### config.mk
export PLATFORM = sky130hd
export DESIGN_NAME = sdlc_transmit_setup
export DESIGN_NICKNAME = d
export VERILOG_FILES = /design/src/sdlc_tx_pkg.sv /design/src/sync_bits.sv /design/src/sdlc_transmit_setup.sv
export SDC_FILE = /design/constraint.sdc
export NUM_CORES = 1
export LEC_CHECK = 0
export BUFFER_PORTS_ARGS = -buffer_cell sky130_fd_sc_hd__buf_4
export CORE_ASPECT_RATIO = 1.5
export CORE_MARGIN = 1.5
export CORE_UTILIZATION = 52
export CTS_BUF_LIST = sky130_fd_sc_hd__clkbuf_4
export CTS_CLUSTER_SIZE = 10
export DETAILED_ROUTE_END_ITERATION = 6
export GPL_TIMING_DRIVEN = 0
export PLACE_DENSITY = 0.83
export SYNTH_ARGS = -nofsm -noshare
export SYNTH_HDL_FRONTEND = slang
export SYNTH_HIERARCHICAL = 1
export SYNTH_SLANG_ARGS = --single-unit
### constraint.sdc
create_clock -name clk_sys -period 1.9 [get_ports clk_sys]
set_input_delay 0 -clock clk_sys [delete_from_list [all_inputs] [get_ports clk_sys]]
set_output_delay 0 -clock clk_sys [all_outputs]
set_load 0.005 [all_outputs]
### src/sdlc_tx_pkg.sv
/*
 * constants, carriers and state codes shared by the sdlc transmit set-up
 * block. assumes an axi4-lite master with 32-bit data and byte addresses.
 */
package sdlc_tx_pkg;

    // ****************************************************************
    // register byte offsets
    // ****************************************************************
    localparam logic [7:0] ADDR_INT_EN    = 8'h00;
    localparam logic [7:0] ADDR_FRAMING   = 8'h04;
    localparam logic [7:0] ADDR_TX_CTRL   = 8'h08;
    localparam logic [7:0] ADDR_COMMAND   = 8'h0c;
    localparam logic [7:0] ADDR_TX_DATA   = 8'h10;
    localparam logic [7:0] ADDR_INT_STAT  = 8'h14;
    localparam logic [7:0] ADDR_INT_MASK  = 8'h18;
    localparam logic [7:0] ADDR_LINE_STAT = 8'h1c;
    localparam logic [7:0] ADDR_VECTOR    = 8'h20;

    // ****************************************************************
    // field positions
    // ****************************************************************
    localparam int IE_EXT       = 0;
    localparam int IE_TX        = 1;
    localparam int IE_SAV       = 2;
    localparam int IE_WAIT      = 3;
    localparam int FM_SDLC      = 0;
    localparam int FM_UNITY     = 1;
    localparam int FM_AUTO      = 2;
    localparam int TC_CRC_EN    = 0;
    localparam int TC_SDLC_CRC  = 1;
    localparam int TC_TX_EN     = 3;
    localparam int CMD_RST_CRC  = 0;
    localparam int CMD_RST_EOM  = 1;
    localparam int IS_EXT       = 0;
    localparam int IS_TX        = 1;
    localparam int LS_CTS       = 0;
    localparam int LS_DCD       = 1;
    localparam int LS_BUF_EMPTY = 2;
    localparam int LS_EOM       = 3;

    // ****************************************************************
    // reset values, line constants, vector codes and response codes
    // ****************************************************************
    localparam logic [15:0] CRC_PRESET    = 16'hffff;
    localparam logic [15:0] CRC_POLY      = 16'h8408;
    localparam logic [7:0]  FLAG_CHAR     = 8'h7e;
    localparam logic [7:0]  VEC_RESET     = 8'h00;
    localparam logic        EOM_RESET     = 1'b1;
    localparam logic [2:0]  VEC_CODE_EXT  = 3'h5;
    localparam logic [2:0]  VEC_CODE_TX   = 3'h4;
    localparam logic [2:0]  VEC_CODE_NONE = 3'h3;
    localparam logic [2:0]  STUFF_LIMIT   = 3'h5;
    localparam logic [4:0]  CHAR_BITS     = 5'h08;
    localparam logic [4:0]  CRC_BITS      = 5'h10;
    localparam logic [1:0]  RESP_OKAY     = 2'h0;
    localparam logic [1:0]  RESP_SLVERR   = 2'h2;

    // ****************************************************************
    // types
    // ****************************************************************
    typedef enum logic [1:0] {
        TX_MARK = 2'b00,
        TX_FLAG = 2'b01,
        TX_DATA = 2'b10,
        TX_CRC  = 2'b11
    } tx_state_t;

    typedef struct packed {
        logic        awvalid;
        logic [7:0]  awaddr;
        logic        wvalid;
        logic [31:0] wdata;
        logic [3:0]  wstrb;
        logic        bready;
        logic        arvalid;
        logic [7:0]  araddr;
        logic        rready;
    } axi_req_t;

    typedef struct packed {
        logic        awready;
        logic        wready;
        logic        bvalid;
        logic [1:0]  bresp;
        logic        arready;
        logic        rvalid;
        logic [31:0] rdata;
        logic [1:0]  rresp;
    } axi_rsp_t;

endpackage

### src/sync_bits.sv
/*
 * two-stage synchroniser for a group of pins.
 * assumes inputs are asynchronous to clk_sys; reset value is idle high.
 */
`timescale 1ns/1ps
module sync_bits #(
    parameter int W = 1
) (
    input  wire logic         clk_sys,
    input  wire logic         resetn,
    input  wire logic [W-1:0] d_in,
    output logic      [W-1:0] d_out
);
    typedef struct packed {
        logic [W-1:0] s1;
        logic [W-1:0] s2;
    } sync_state_t;

    sync_state_t s_q;
    sync_state_t s_d;

    always_comb begin
        s_d    = s_q;
        s_d.s1 = d_in;
        s_d.s2 = s_q.s1;
    end

    always_ff @(posedge clk_sys or negedge resetn) begin
        if (!resetn) begin
            s_q <= '1;
        end else begin
            s_q <= s_d;
        end
    end

    assign d_out = s_q.s2;
endmodule

### src/sdlc_transmit_setup.sv
/*
 * one sdlc transmit channel: axi4-lite registers, interrupt status,
 * wait/ready pacing, flag idling, crc and zero insertion on the line.
 * assumes link_clk, cts_n and dcd_n are asynchronous pins; 1x clocking.
 */
// The AXI4-Lite register port and the address map were decided locally.
`timescale 1ns/1ps
module sdlc_transmit_setup
    import sdlc_tx_pkg::*;
#(
    parameter logic SECOND_CHANNEL = 1'b1
) (
    input  wire logic                  clk_sys,
    input  wire logic                  resetn,
    input  wire sdlc_tx_pkg::axi_req_t axi_req,
    output sdlc_tx_pkg::axi_rsp_t      axi_rsp,
    input  wire logic                  link_clk,
    input  wire logic                  cts_n,
    input  wire logic                  dcd_n,
    output logic                       txd,
    output logic                       wait_ready_n,
    output logic                       irq
);
    // ****************************************************************
    // state
    // ****************************************************************
    typedef struct packed {
        logic        aw_ok;
        logic [7:0]  aw_addr;
        logic        w_ok;
        logic [31:0] w_data;
        logic [3:0]  w_strb;
        logic        aw_rdy;
        logic        w_rdy;
        logic        bvalid;
        logic [1:0]  bresp;
        logic        ar_rdy;
        logic        rvalid;
        logic [31:0] rdata;
        logic [1:0]  rresp;
        logic [3:0]  int_en;
        logic [2:0]  framing;
        logic [3:0]  tx_ctrl;
        logic [1:0]  int_stat;
        logic [1:0]  int_mask;
        logic [7:0]  vec_base;
        logic [7:0]  tx_buf;
        logic        buf_full;
        logic        eom;
        logic [15:0] crc;
        tx_state_t   st;
        logic [15:0] sh;
        logic [4:0]  cnt;
        logic [2:0]  ones;
        logic        txd;
        logic        clk_prev;
        logic        cts_prev;
        logic        dcd_prev;
        logic        eom_prev;
        logic        wait_n;
        logic        irq;
    } state_t;

    state_t     s_q;
    state_t     s_d;
    logic [2:0] pins_s;
    logic       cts_act;
    logic       dcd_act;
    logic       tick;
    logic       run;
    logic       wr_go;
    logic       ev_ext;
    logic       ev_tx;
    logic       rd_stat;
    logic       bit_out;
    logic [2:0] vec_code;

    function automatic logic [15:0] crc_step(input logic [15:0] c,
                                             input logic        b);
        logic fb;
        fb = c[0] ^ b;
        crc_step = (c >> 1) ^ (fb ? CRC_POLY : 16'h0000);
    endfunction

    sync_bits #(
        .W (3)
    ) u_sync (
        .clk_sys (clk_sys),
        .resetn  (resetn),
        .d_in    ({dcd_n, cts_n, link_clk}),
        .d_out   (pins_s)
    );

    assign cts_act = ~pins_s[1];
    assign dcd_act = ~pins_s[2];
    assign tick    = s_q.clk_prev & ~pins_s[0];
    // data only with cts when auto enables are on
    assign run     = s_q.tx_ctrl[TC_TX_EN]
                   & (cts_act | ~s_q.framing[FM_AUTO]);
    assign wr_go   = s_q.aw_ok & s_q.w_ok & ~s_q.bvalid;

    always_comb begin
        s_d      = s_q;
        ev_tx    = 1'b0;
        rd_stat  = 1'b0;
        bit_out  = 1'b0;
        s_d.clk_prev = pins_s[0];

        // ************************************************************
        // transmitter, one bit per falling link clock edge
        // ************************************************************
        if (tick) begin
            if (!run) begin
                s_d.st   = TX_MARK;
                s_d.txd  = 1'b1;
                s_d.ones = 3'h0;
                s_d.cnt  = 5'h00;
            end else if ((s_q.st == TX_DATA || s_q.st == TX_CRC)
                         && s_q.ones == STUFF_LIMIT) begin
                // zero insertion keeps frame content from looking like a flag
                s_d.txd  = 1'b0;
                s_d.ones = 3'h0;
            end else begin
                if (s_q.cnt == 5'h00) begin
                    if (s_q.st == TX_DATA && !s_q.buf_full && !s_q.eom) begin
                        s_d.sh  = ~s_q.crc;
                        s_d.cnt = CRC_BITS;
                        s_d.st  = TX_CRC;
                        s_d.eom = 1'b1;
                    end else if ((s_q.st == TX_FLAG || s_q.st == TX_DATA)
                                 && s_q.buf_full) begin
                        s_d.sh       = {8'h00, s_q.tx_buf};
                        s_d.cnt      = CHAR_BITS;
                        s_d.st       = TX_DATA;
                        s_d.buf_full = 1'b0;
                        ev_tx        = 1'b1;
                    end else begin
                        s_d.sh  = {8'h00, FLAG_CHAR};
                        s_d.cnt = CHAR_BITS;
                        s_d.st  = TX_FLAG;
                    end
                end
                bit_out = s_d.sh[0];
                s_d.txd = bit_out;
                s_d.sh  = s_d.sh >> 1;
                s_d.cnt = s_d.cnt - 5'h01;
                if (s_d.st == TX_DATA && s_q.tx_ctrl[TC_CRC_EN]) begin
                    s_d.crc = crc_step(s_d.crc, bit_out);
                end
                if (s_d.st == TX_FLAG) begin
                    s_d.ones = 3'h0;
                end else if (bit_out) begin
                    s_d.ones = s_q.ones + 3'h1;
                end else begin
                    s_d.ones = 3'h0;
                end
            end
        end

        // ************************************************************
        // axi4-lite write channel
        // ************************************************************
        if (axi_req.awvalid && s_q.aw_rdy) begin
            s_d.aw_ok   = 1'b1;
            s_d.aw_addr = axi_req.awaddr;
        end
        if (axi_req.wvalid && s_q.w_rdy) begin
            s_d.w_ok   = 1'b1;
            s_d.w_data = axi_req.wdata;
            s_d.w_strb = axi_req.wstrb;
        end
        if (s_q.bvalid && axi_req.bready) begin
            s_d.bvalid = 1'b0;
        end
        if (wr_go) begin
            s_d.aw_ok  = 1'b0;
            s_d.w_ok   = 1'b0;
            s_d.bvalid = 1'b1;
            s_d.bresp  = RESP_OKAY;
            if (s_q.aw_addr == ADDR_INT_EN) begin
                if (s_q.w_strb[0]) s_d.int_en = s_q.w_data[3:0];
            end else if (s_q.aw_addr == ADDR_FRAMING) begin
                if (s_q.w_strb[0]) s_d.framing = s_q.w_data[2:0];
            end else if (s_q.aw_addr == ADDR_TX_CTRL) begin
                if (s_q.w_strb[0]) s_d.tx_ctrl = s_q.w_data[3:0];
            end else if (s_q.aw_addr == ADDR_COMMAND) begin
                if (s_q.w_strb[0] && s_q.w_data[CMD_RST_CRC]) begin
                    s_d.crc = CRC_PRESET;
                end
                // a crc start in this very tick still sets the latch
                if (s_q.w_strb[0] && s_q.w_data[CMD_RST_EOM]
                    && !(tick && s_d.st == TX_CRC && s_q.st != TX_CRC)) begin
                    s_d.eom = 1'b0;
                end
            end else if (s_q.aw_addr == ADDR_TX_DATA) begin
                // loaded after the buffer moved on, so a byte written in the tick it empties is kept; a write to a full buffer overwrites it
                if (s_q.w_strb[0]) begin
                    s_d.tx_buf   = s_q.w_data[7:0];
                    s_d.buf_full = 1'b1;
                end
            end else if (s_q.aw_addr == ADDR_INT_MASK) begin
                if (s_q.w_strb[0]) s_d.int_mask = s_q.w_data[1:0];
            end else if (s_q.aw_addr == ADDR_VECTOR) begin
                if (s_q.w_strb[0]) s_d.vec_base = s_q.w_data[7:0];
            end else if (s_q.aw_addr == ADDR_INT_STAT
                         || s_q.aw_addr == ADDR_LINE_STAT) begin
                s_d.bresp = RESP_OKAY;
            end else begin
                s_d.bresp = RESP_SLVERR;
            end
        end
        s_d.aw_rdy = ~s_d.aw_ok & ~s_d.bvalid;
        s_d.w_rdy  = ~s_d.w_ok & ~s_d.bvalid;

        // ************************************************************
        // axi4-lite read channel
        // ************************************************************
        if (s_q.int_stat[IS_EXT]) begin
            vec_code = VEC_CODE_EXT;
        end else if (s_q.int_stat[IS_TX]) begin
            vec_code = VEC_CODE_TX;
        end else begin
            vec_code = VEC_CODE_NONE;
        end
        if (s_q.rvalid && axi_req.rready) begin
            s_d.rvalid = 1'b0;
        end
        if (axi_req.arvalid && s_q.ar_rdy) begin
            s_d.rvalid = 1'b1;
            s_d.rresp  = RESP_OKAY;
            s_d.rdata  = 32'h0000_0000;
            if (axi_req.araddr == ADDR_INT_EN) begin
                s_d.rdata[3:0] = s_q.int_en;
            end else if (axi_req.araddr == ADDR_FRAMING) begin
                s_d.rdata[2:0] = s_q.framing;
            end else if (axi_req.araddr == ADDR_TX_CTRL) begin
                s_d.rdata[3:0] = s_q.tx_ctrl;
            end else if (axi_req.araddr == ADDR_COMMAND
                         || axi_req.araddr == ADDR_TX_DATA) begin
                s_d.rdata = 32'h0000_0000;
            end else if (axi_req.araddr == ADDR_INT_STAT) begin
                s_d.rdata[1:0] = s_q.int_stat;
                rd_stat        = 1'b1;
            end else if (axi_req.araddr == ADDR_INT_MASK) begin
                s_d.rdata[1:0] = s_q.int_mask;
            end else if (axi_req.araddr == ADDR_LINE_STAT) begin
                s_d.rdata[LS_CTS]       = cts_act;
                s_d.rdata[LS_DCD]       = dcd_act;
                s_d.rdata[LS_BUF_EMPTY] = ~s_q.buf_full;
                s_d.rdata[LS_EOM]       = s_q.eom;
            end else if (axi_req.araddr == ADDR_VECTOR) begin
                // only the second channel holds the vector it alters
                if (s_q.int_en[IE_SAV] && SECOND_CHANNEL) begin
                    s_d.rdata[7:0] = {s_q.vec_base[7:4], vec_code,
                                      s_q.vec_base[0]};
                end else begin
                    s_d.rdata[7:0] = s_q.vec_base;
                end
            end else begin
                s_d.rresp = RESP_SLVERR;
            end
        end
        s_d.ar_rdy = ~s_d.rvalid;

        // ************************************************************
        // interrupts and pacing
        // ************************************************************
        s_d.cts_prev = cts_act;
        s_d.dcd_prev = dcd_act;
        s_d.eom_prev = s_q.eom;
        ev_ext = (cts_act ^ s_q.cts_prev) | (dcd_act ^ s_q.dcd_prev)
               | (s_q.eom ^ s_q.eom_prev);
        // an event in the clearing read still lands
        s_d.int_stat = (rd_stat ? 2'b00 : s_q.int_stat);
        if (ev_ext && s_q.int_en[IE_EXT]) s_d.int_stat[IS_EXT] = 1'b1;
        if (ev_tx && s_q.int_en[IE_TX]) s_d.int_stat[IS_TX] = 1'b1;
        s_d.irq = |(s_d.int_stat & s_d.int_mask);
        s_d.wait_n = ~(s_d.int_en[IE_WAIT] & run & ~s_d.buf_full);
    end

    always_ff @(posedge clk_sys or negedge resetn) begin
        if (!resetn) begin
            s_q          <= '0;
            s_q.eom      <= EOM_RESET;
            s_q.eom_prev <= EOM_RESET;
            s_q.crc      <= CRC_PRESET;
            s_q.vec_base <= VEC_RESET;
            s_q.st       <= TX_MARK;
            s_q.txd      <= 1'b1;
            s_q.clk_prev <= 1'b1;
            s_q.wait_n   <= 1'b1;
            s_q.aw_rdy   <= 1'b1;
            s_q.w_rdy    <= 1'b1;
            s_q.ar_rdy   <= 1'b1;
        end else begin
            s_q <= s_d;
        end
    end

    assign axi_rsp.awready = s_q.aw_rdy;
    assign axi_rsp.wready  = s_q.w_rdy;
    assign axi_rsp.bvalid  = s_q.bvalid;
    assign axi_rsp.bresp   = s_q.bresp;
    assign axi_rsp.arready = s_q.ar_rdy;
    assign axi_rsp.rvalid  = s_q.rvalid;
    assign axi_rsp.rdata   = s_q.rdata;
    assign axi_rsp.rresp   = s_q.rresp;
    assign txd             = s_q.txd;
    assign wait_ready_n    = s_q.wait_n;
    assign irq             = s_q.irq;
endmodule

=== After elaboration in Yosys (flattened, before gate mapping) ===
Cells that the tools add are included.

* Flip-flop bits (word level): 174
* Latch bits: 0
* Bits in writable memories: 0
* ROM bits: 0
* Input bits: 62
* Output and inout bits: 44
* Word-level logic and storage cells: 253
* Memories kept: 0

* $add $sub $neg: 2
* $mul: 0
* Div/mod/pow operators: 0
* Magnitude comparators: 0
* Eq/ne operators: 25
* Shift operators: 0
* Multiplexer cells: 117
* Bitwise gates (word level): 37
* Reductions and logical operators: 35

{| class="wikitable"
|+ Operators with widths
! kind !! number
|-
| $mux 36 || 4
|-
| $mux 23 || 6
|-
| $mux 8 || 13
|-
| $mux 4 || 19
|-
| $eq 8x5->1 const B || 8
|-
| $mux 16 || 4
|-
| $mux 2 || 23
|-
| $mux 45 || 1
|-
| $mux 41 || 1
|-
| $mux 37 || 1
|-
| $mux 9 || 4
|-
| $mux 35 || 1
|-
| $eq 8x4->1 const B || 4
|-
| $mux 28 || 1
|-
| $mux 3 || 8
|-
| $mux 1 || 22
|-
| $mux 19 || 1
|-
| $not 1->1 || 19
|-
| $mux 18 || 1
|-
| $logic_and 1x1->1 || 17
|-
| $mux 17 || 1
|-
| $eq 8x3->1 const B || 2
|-
| $eq 8x6->1 const B || 2
|-
| $logic_not 8->1 || 2
|-
| other kinds (27) || 51
|}

=== Longest topological paths before layout ===
* Depth in word-level cells: 30
* Gate-level depth with buffers: 9
* Gate-level depth less buffers: 7

=== By module ===
The synthesis kept the hierarchy.

{| class="wikitable"
|+ Modules (own cells, without submodules)
! module !! instances !! cells each !! area each (µm²) !! seq. area each (µm²)
|-
| sdlc_transmit_setup || 1 || 538 || 5626.6 || 2907.8
|-
| sync_bits || 1 || 6 || 157.7 || 157.7
|}

=== Worst setup path after synthesis ===
OpenSTA, ideal clock, no wires.

* Kind: register to register
* Start: reg s_q[167] (netlist name)
* End: reg s_q[51] (netlist name)
* Setup time: 0.125 ns
* Data arrival time: 1.959 ns
* Required time: 1.775 ns
* Setup slack: -0.184 ns
* Cell stages (with the launch flop): 6
* Path buffers: 1
* Period minus slack after synthesis: 2.084 ns
* Cells stage by stage: dfrtp_1 or4_4 nor3_4 or4b_1 buf_6 mux2_4

* Word-level cells in the longest chain between the ends: 3
* Elaborated cells between the ends (all ways): 10
* Classes of those cells: 4 x eq/ne; 4 x bitwise; 2 x reduce/logical

{| class="wikitable"
|+ RTL lines
! item !! RTL line !! text
|-
| from (decl) || sdlc_transmit_setup.sv:64 || <nowiki>state_t s_q;</nowiki>
|-
| $eq 8x4->1 (tied with other cells) || sdlc_transmit_setup.sv:186 || <nowiki>end else if (s_q.aw_addr == ADDR_COMMAND) begin</nowiki>
|-
| $not 1->1 (no line) || n/a ||
|-
| $reduce_and 7->1 (no line) (*) || n/a ||
|}

Every way passes the cells marked *; elsewhere a longest branch is shown, timed or not.
A chain may end at the register's enable or synchronous reset.

==> results.tsv <==
stage	metric	value	unit
detailed_routing	first-iteration detailed-routing DRC count	416	
clock_tree	clk_lat worst skew	0.51	ns
clock_tree	H-tree depth	4	
worst_setup_path	Setup CP Type	flip-flop to flip-flop	
detailed_routing	DR DRC count	1	
final_layout	area of the multi-input gates	2790	um^2
pwr	P_int	4790	uW
detailed_routing	WL final	16400	um
global_routing	Total GRT Usage	25.6	%
detailed_routing	vias per cell	5.72	
detailed_routing	DRT antenna net count	0	
synth	#FFs+latches synth	121	
timing	final worst slack	-0.296	ns
floorplan	area of the die	11800	um^2
worst_setup_path	Slowest-stage cell, CP	or4b_4	
worst_setup_path	CP Buf/Inv Count	3	
worst_setup_path	Critical Path End Type	flip-flop	
final_layout	share of layout cells above drive strength 1	44.8	%
clock_tree	Num CTS Buffers	17	
global_routing	grt ovf	0	
placement	# port buffers	50	
pwr	Leak	0.00368	uW
pwr	sequential power share	49.9	%
worst_setup_path	crit start category	flip-flop	
synth	number of flops mapped to enable cells by yosys	0	
timing	Finish-stage setup viols	54	
worst_setup_path	crit path cell chain	inv_2 > ha_4 > or4b_4 > clkbuf_16 > buf_6 > nor4_4 > nor3_2 > nand3b_1 > a41oi_1	
timing	RSZ-0062 raised after global routing	yes	
worst_setup_path	CP delay by family, top	simple AND/OR/NAND/NOR gates	
status	failing checks	design-rule violations, negative setup slack	
timing	Worst Max-Slew Pin Slew	0.611	ns
floorplan	Starting Density	52.9	%
floorplan	Ports	106	
timing	FMAX	0.455	GHz
final_layout	most frequent cells in the layout	117 x buf_4, 89 x dfrtp_1, 45 x nor2_1	
floorplan	Die X	89.1	um
final_layout	Area Growth Syn to Fin	36.6	%
global_routing	first-pass GRT wire length	23200	um
synth	top_reg_cell synth	dfrtp_1	
timing	Slew Viols, Final	0	
run	max cap viols	0	
pwr	PD cells	909	nW/um^2
status	status	complete, but fails checks	
pwr	NetSw	2380	uW
synth	Yosys warning count	6	
clock_tree	clk sink count	121	
clock_tree	CTS Buffer Depth	2	
detailed_routing	Initial DRT Pass Iterations	7	
floorplan	Core ar.	10900	um^2
timing	Final Hold Fails	0	
pwr	Clk pwr share	23.0	%
final_layout	most common cell after layout, fill and taps aside	buf_4	
global_routing	pin count of the biggest net entering global routing	76	
timing	Final Cycle Share	116	%
synth	post-synth cell types	60	
detailed_routing	via count	4937	
final_layout	Seq. cell area	3070	um^2
placement	Final GP Congestion	0.861	
synth	syn_area_per_cell	10.6	um^2
global_routing	vias in the first global route	4791	
timing	Min Hold Slack	0.0387	ns
synth	Mapped Cells	544	
clock_tree	clk root buf	clkbuf_4	
worst_setup_path	CP required	2.31	ns
final_layout	fillers	722	
synth	Async SR Flop Fraction	100	%
timing	setup TNS	-6.47	ns
pwr	switching share of power	33.2	%
synth	Netlist Area Pre-Place	5780	um^2
worst_setup_path	slowest stage delay, CP	0.50	ns
global_routing	initial antenna violation count	1	
hold_path	worst min path class	input port to asynchronous set/reset pin	
timing	final period demand of the worst path	2.20	ns
clock_tree	Clk pin slew, worst setup/hold paths	0.11	ns
pwr	Comb pwr share	27.1	%
floorplan	Die Span Y	132	um
clock_tree	CTS tree	yes	
pwr	Peak VDD IR	0.00103	V
final_layout	NumNets Final	769	
floorplan	# rows	47	
placement	HPWL after DPL	9100	um
timing	skew final	0.0161	ns
worst_setup_path	Worst Path Arrival	2.61	ns
worst_setup_path	crit-path max FO	8	
detailed_routing	wire length per cell	19.0	um
synth	sequential-to-total area share from yosys stat	53.0	%
timing	worst rel slew slack	59.3	%
## timing repair
| action | 4_1_cts | 5_1_grt |
|---|---|---|
| hold buffers | 31 | 0 |
| gates resized for setup | 73 | 82 |
| hold endpoints to repair | 142 | 0 |
| cloned | 2 | 2 |
| setup endpoints to repair | 69 | 73 |
| pin swaps | 12 | 34 |
| buffers inserted | 18 | 16 |
## area by class of cell
cell class,instances,area share [%]
Tap cell,147,2.33
Clock inverter,13,1.33
Multi-Input combinational cell,369,35.3
Timing Repair Buffer,117,13.4
Sequential cell,121,38.8
Antenna cell,1,0.0317
Buffer,59,6.16
Inverter,17,0.808
Clock buffer,19,1.81
## power groups by stage
stage               clock network, uW  registers (uW)  logic (uW)
floorplan                           0            3360         985
CTS                              1640            3500        1690
detailed placement                  0            3540        1360
finish                           1650            3590        1940
global route                     1790            3620        2060
global placement                    0            3510        1300
## sequential cells by signal, summed over array words and instances, names as in the netlist
| signal | cells |
|---|---|
| u_sync/d_out | 3 |
| s_q | 96 |
| u_sync/s_d | 3 |
| irq | 1 |
| txd | 1 |
| s_d | 1 |
| axi_rsp | 15 |
| wait_ready_n | 1 |
## path summary, 6_finish.rpt
path                       slack (ns)  cells past startpoint     startpoint               to
setup / recovery                -0.30                      9        s_q[10]           s_d[2]
hold / removal                   0.04                      2         resetn          s_q[29]
setup reg to reg                -0.30                      9        s_q[10]           s_d[2]
hold reg to reg                  0.36                      0  u_sync/s_d[0]  u_sync/d_out[0]
max in group asynchronous        1.05                      3         resetn           s_d[2]
min in group clk_sys             0.13                      5     axi_req[7]       axi_rsp[1]
## routing by layer
| metal | vias to the layer above | wire length [um] | track usage [%] |
|---|---|---|---|
| met3 | 66 | 859 | 5.39 |
| met5 | - | 0 | 0 |
| met1 | 2451 | 6060 | 29.9 |
| met4 | 0 | 646 | 11.6 |
| li1 | 2183 | - | - |
| met2 | 237 | 8790 | 43.9 |
## per-stage QoR
step | instances | total power (uW) | area, um^2 | worst slack (ns) | utilization, %
2_1_floorplan | 569 | 4350 | 5940 | -0.184 | -
3_3_place_gp | 766 | 4800 | 6500 | -0.420 | 59.4
3_5_place_dp | 767 | 4900 | 6520 | -0.562 | 59.6
4_1_cts | 849 | 6840 | 7500 | -0.235 | 68.5
5_1_grt | 863 | 7480 | 7900 | -0.347 | 72.2
6_report | 863 | 7180 | 7900 | -0.296 | 72.2
## Yosys cell counts, types with 4 or more instances
library cell / n / area share (%)
nor3b_1: 4 / 0.52
a21oi_1: 22 / 1.9
buf_4: 41 / 5.3
nand2_1: 39 / 2.5
inv_1: 17 / 1.1
a31oi_1: 6 / 0.65
ha_1: 5 / 1.1
clkbuf_1: 19 / 1.2
nand3b_1: 4 / 0.52
nand2b_1: 6 / 0.65
o22ai_1: 7 / 0.76
and3_1: 4 / 0.43
a211oi_1: 9 / 1.2
nor2b_1: 8 / 0.87
dfstp_2: 30 / 14
nor2_1: 56 / 3.6
nor3_1: 6 / 0.52
o211ai_1: 6 / 0.78
dfrtp_1: 91 / 39
nand3_1: 7 / 0.61
mux2_4: 8 / 2.1
a22o_1: 8 / 1.2
o21ai_0: 52 / 4.5
mux2_2: 38 / 7.4
## cell families (layout without fill, tap and decap cells)
group	count (synthesis)	after routing	synth area share [%]
buffers and inverters	79	225	7.94
AOI/OAI and AO/OA	132	132	14.2
other	1	27	0.0648
xor gates and xnor gates	5	5	0.757
adders and majority gates	5	5	1.08
muxes	48	48	9.82
DFF	121	121	53.0
and+or+nand+nor	153	153	13.2
Power figures use the tool's default switching activity.
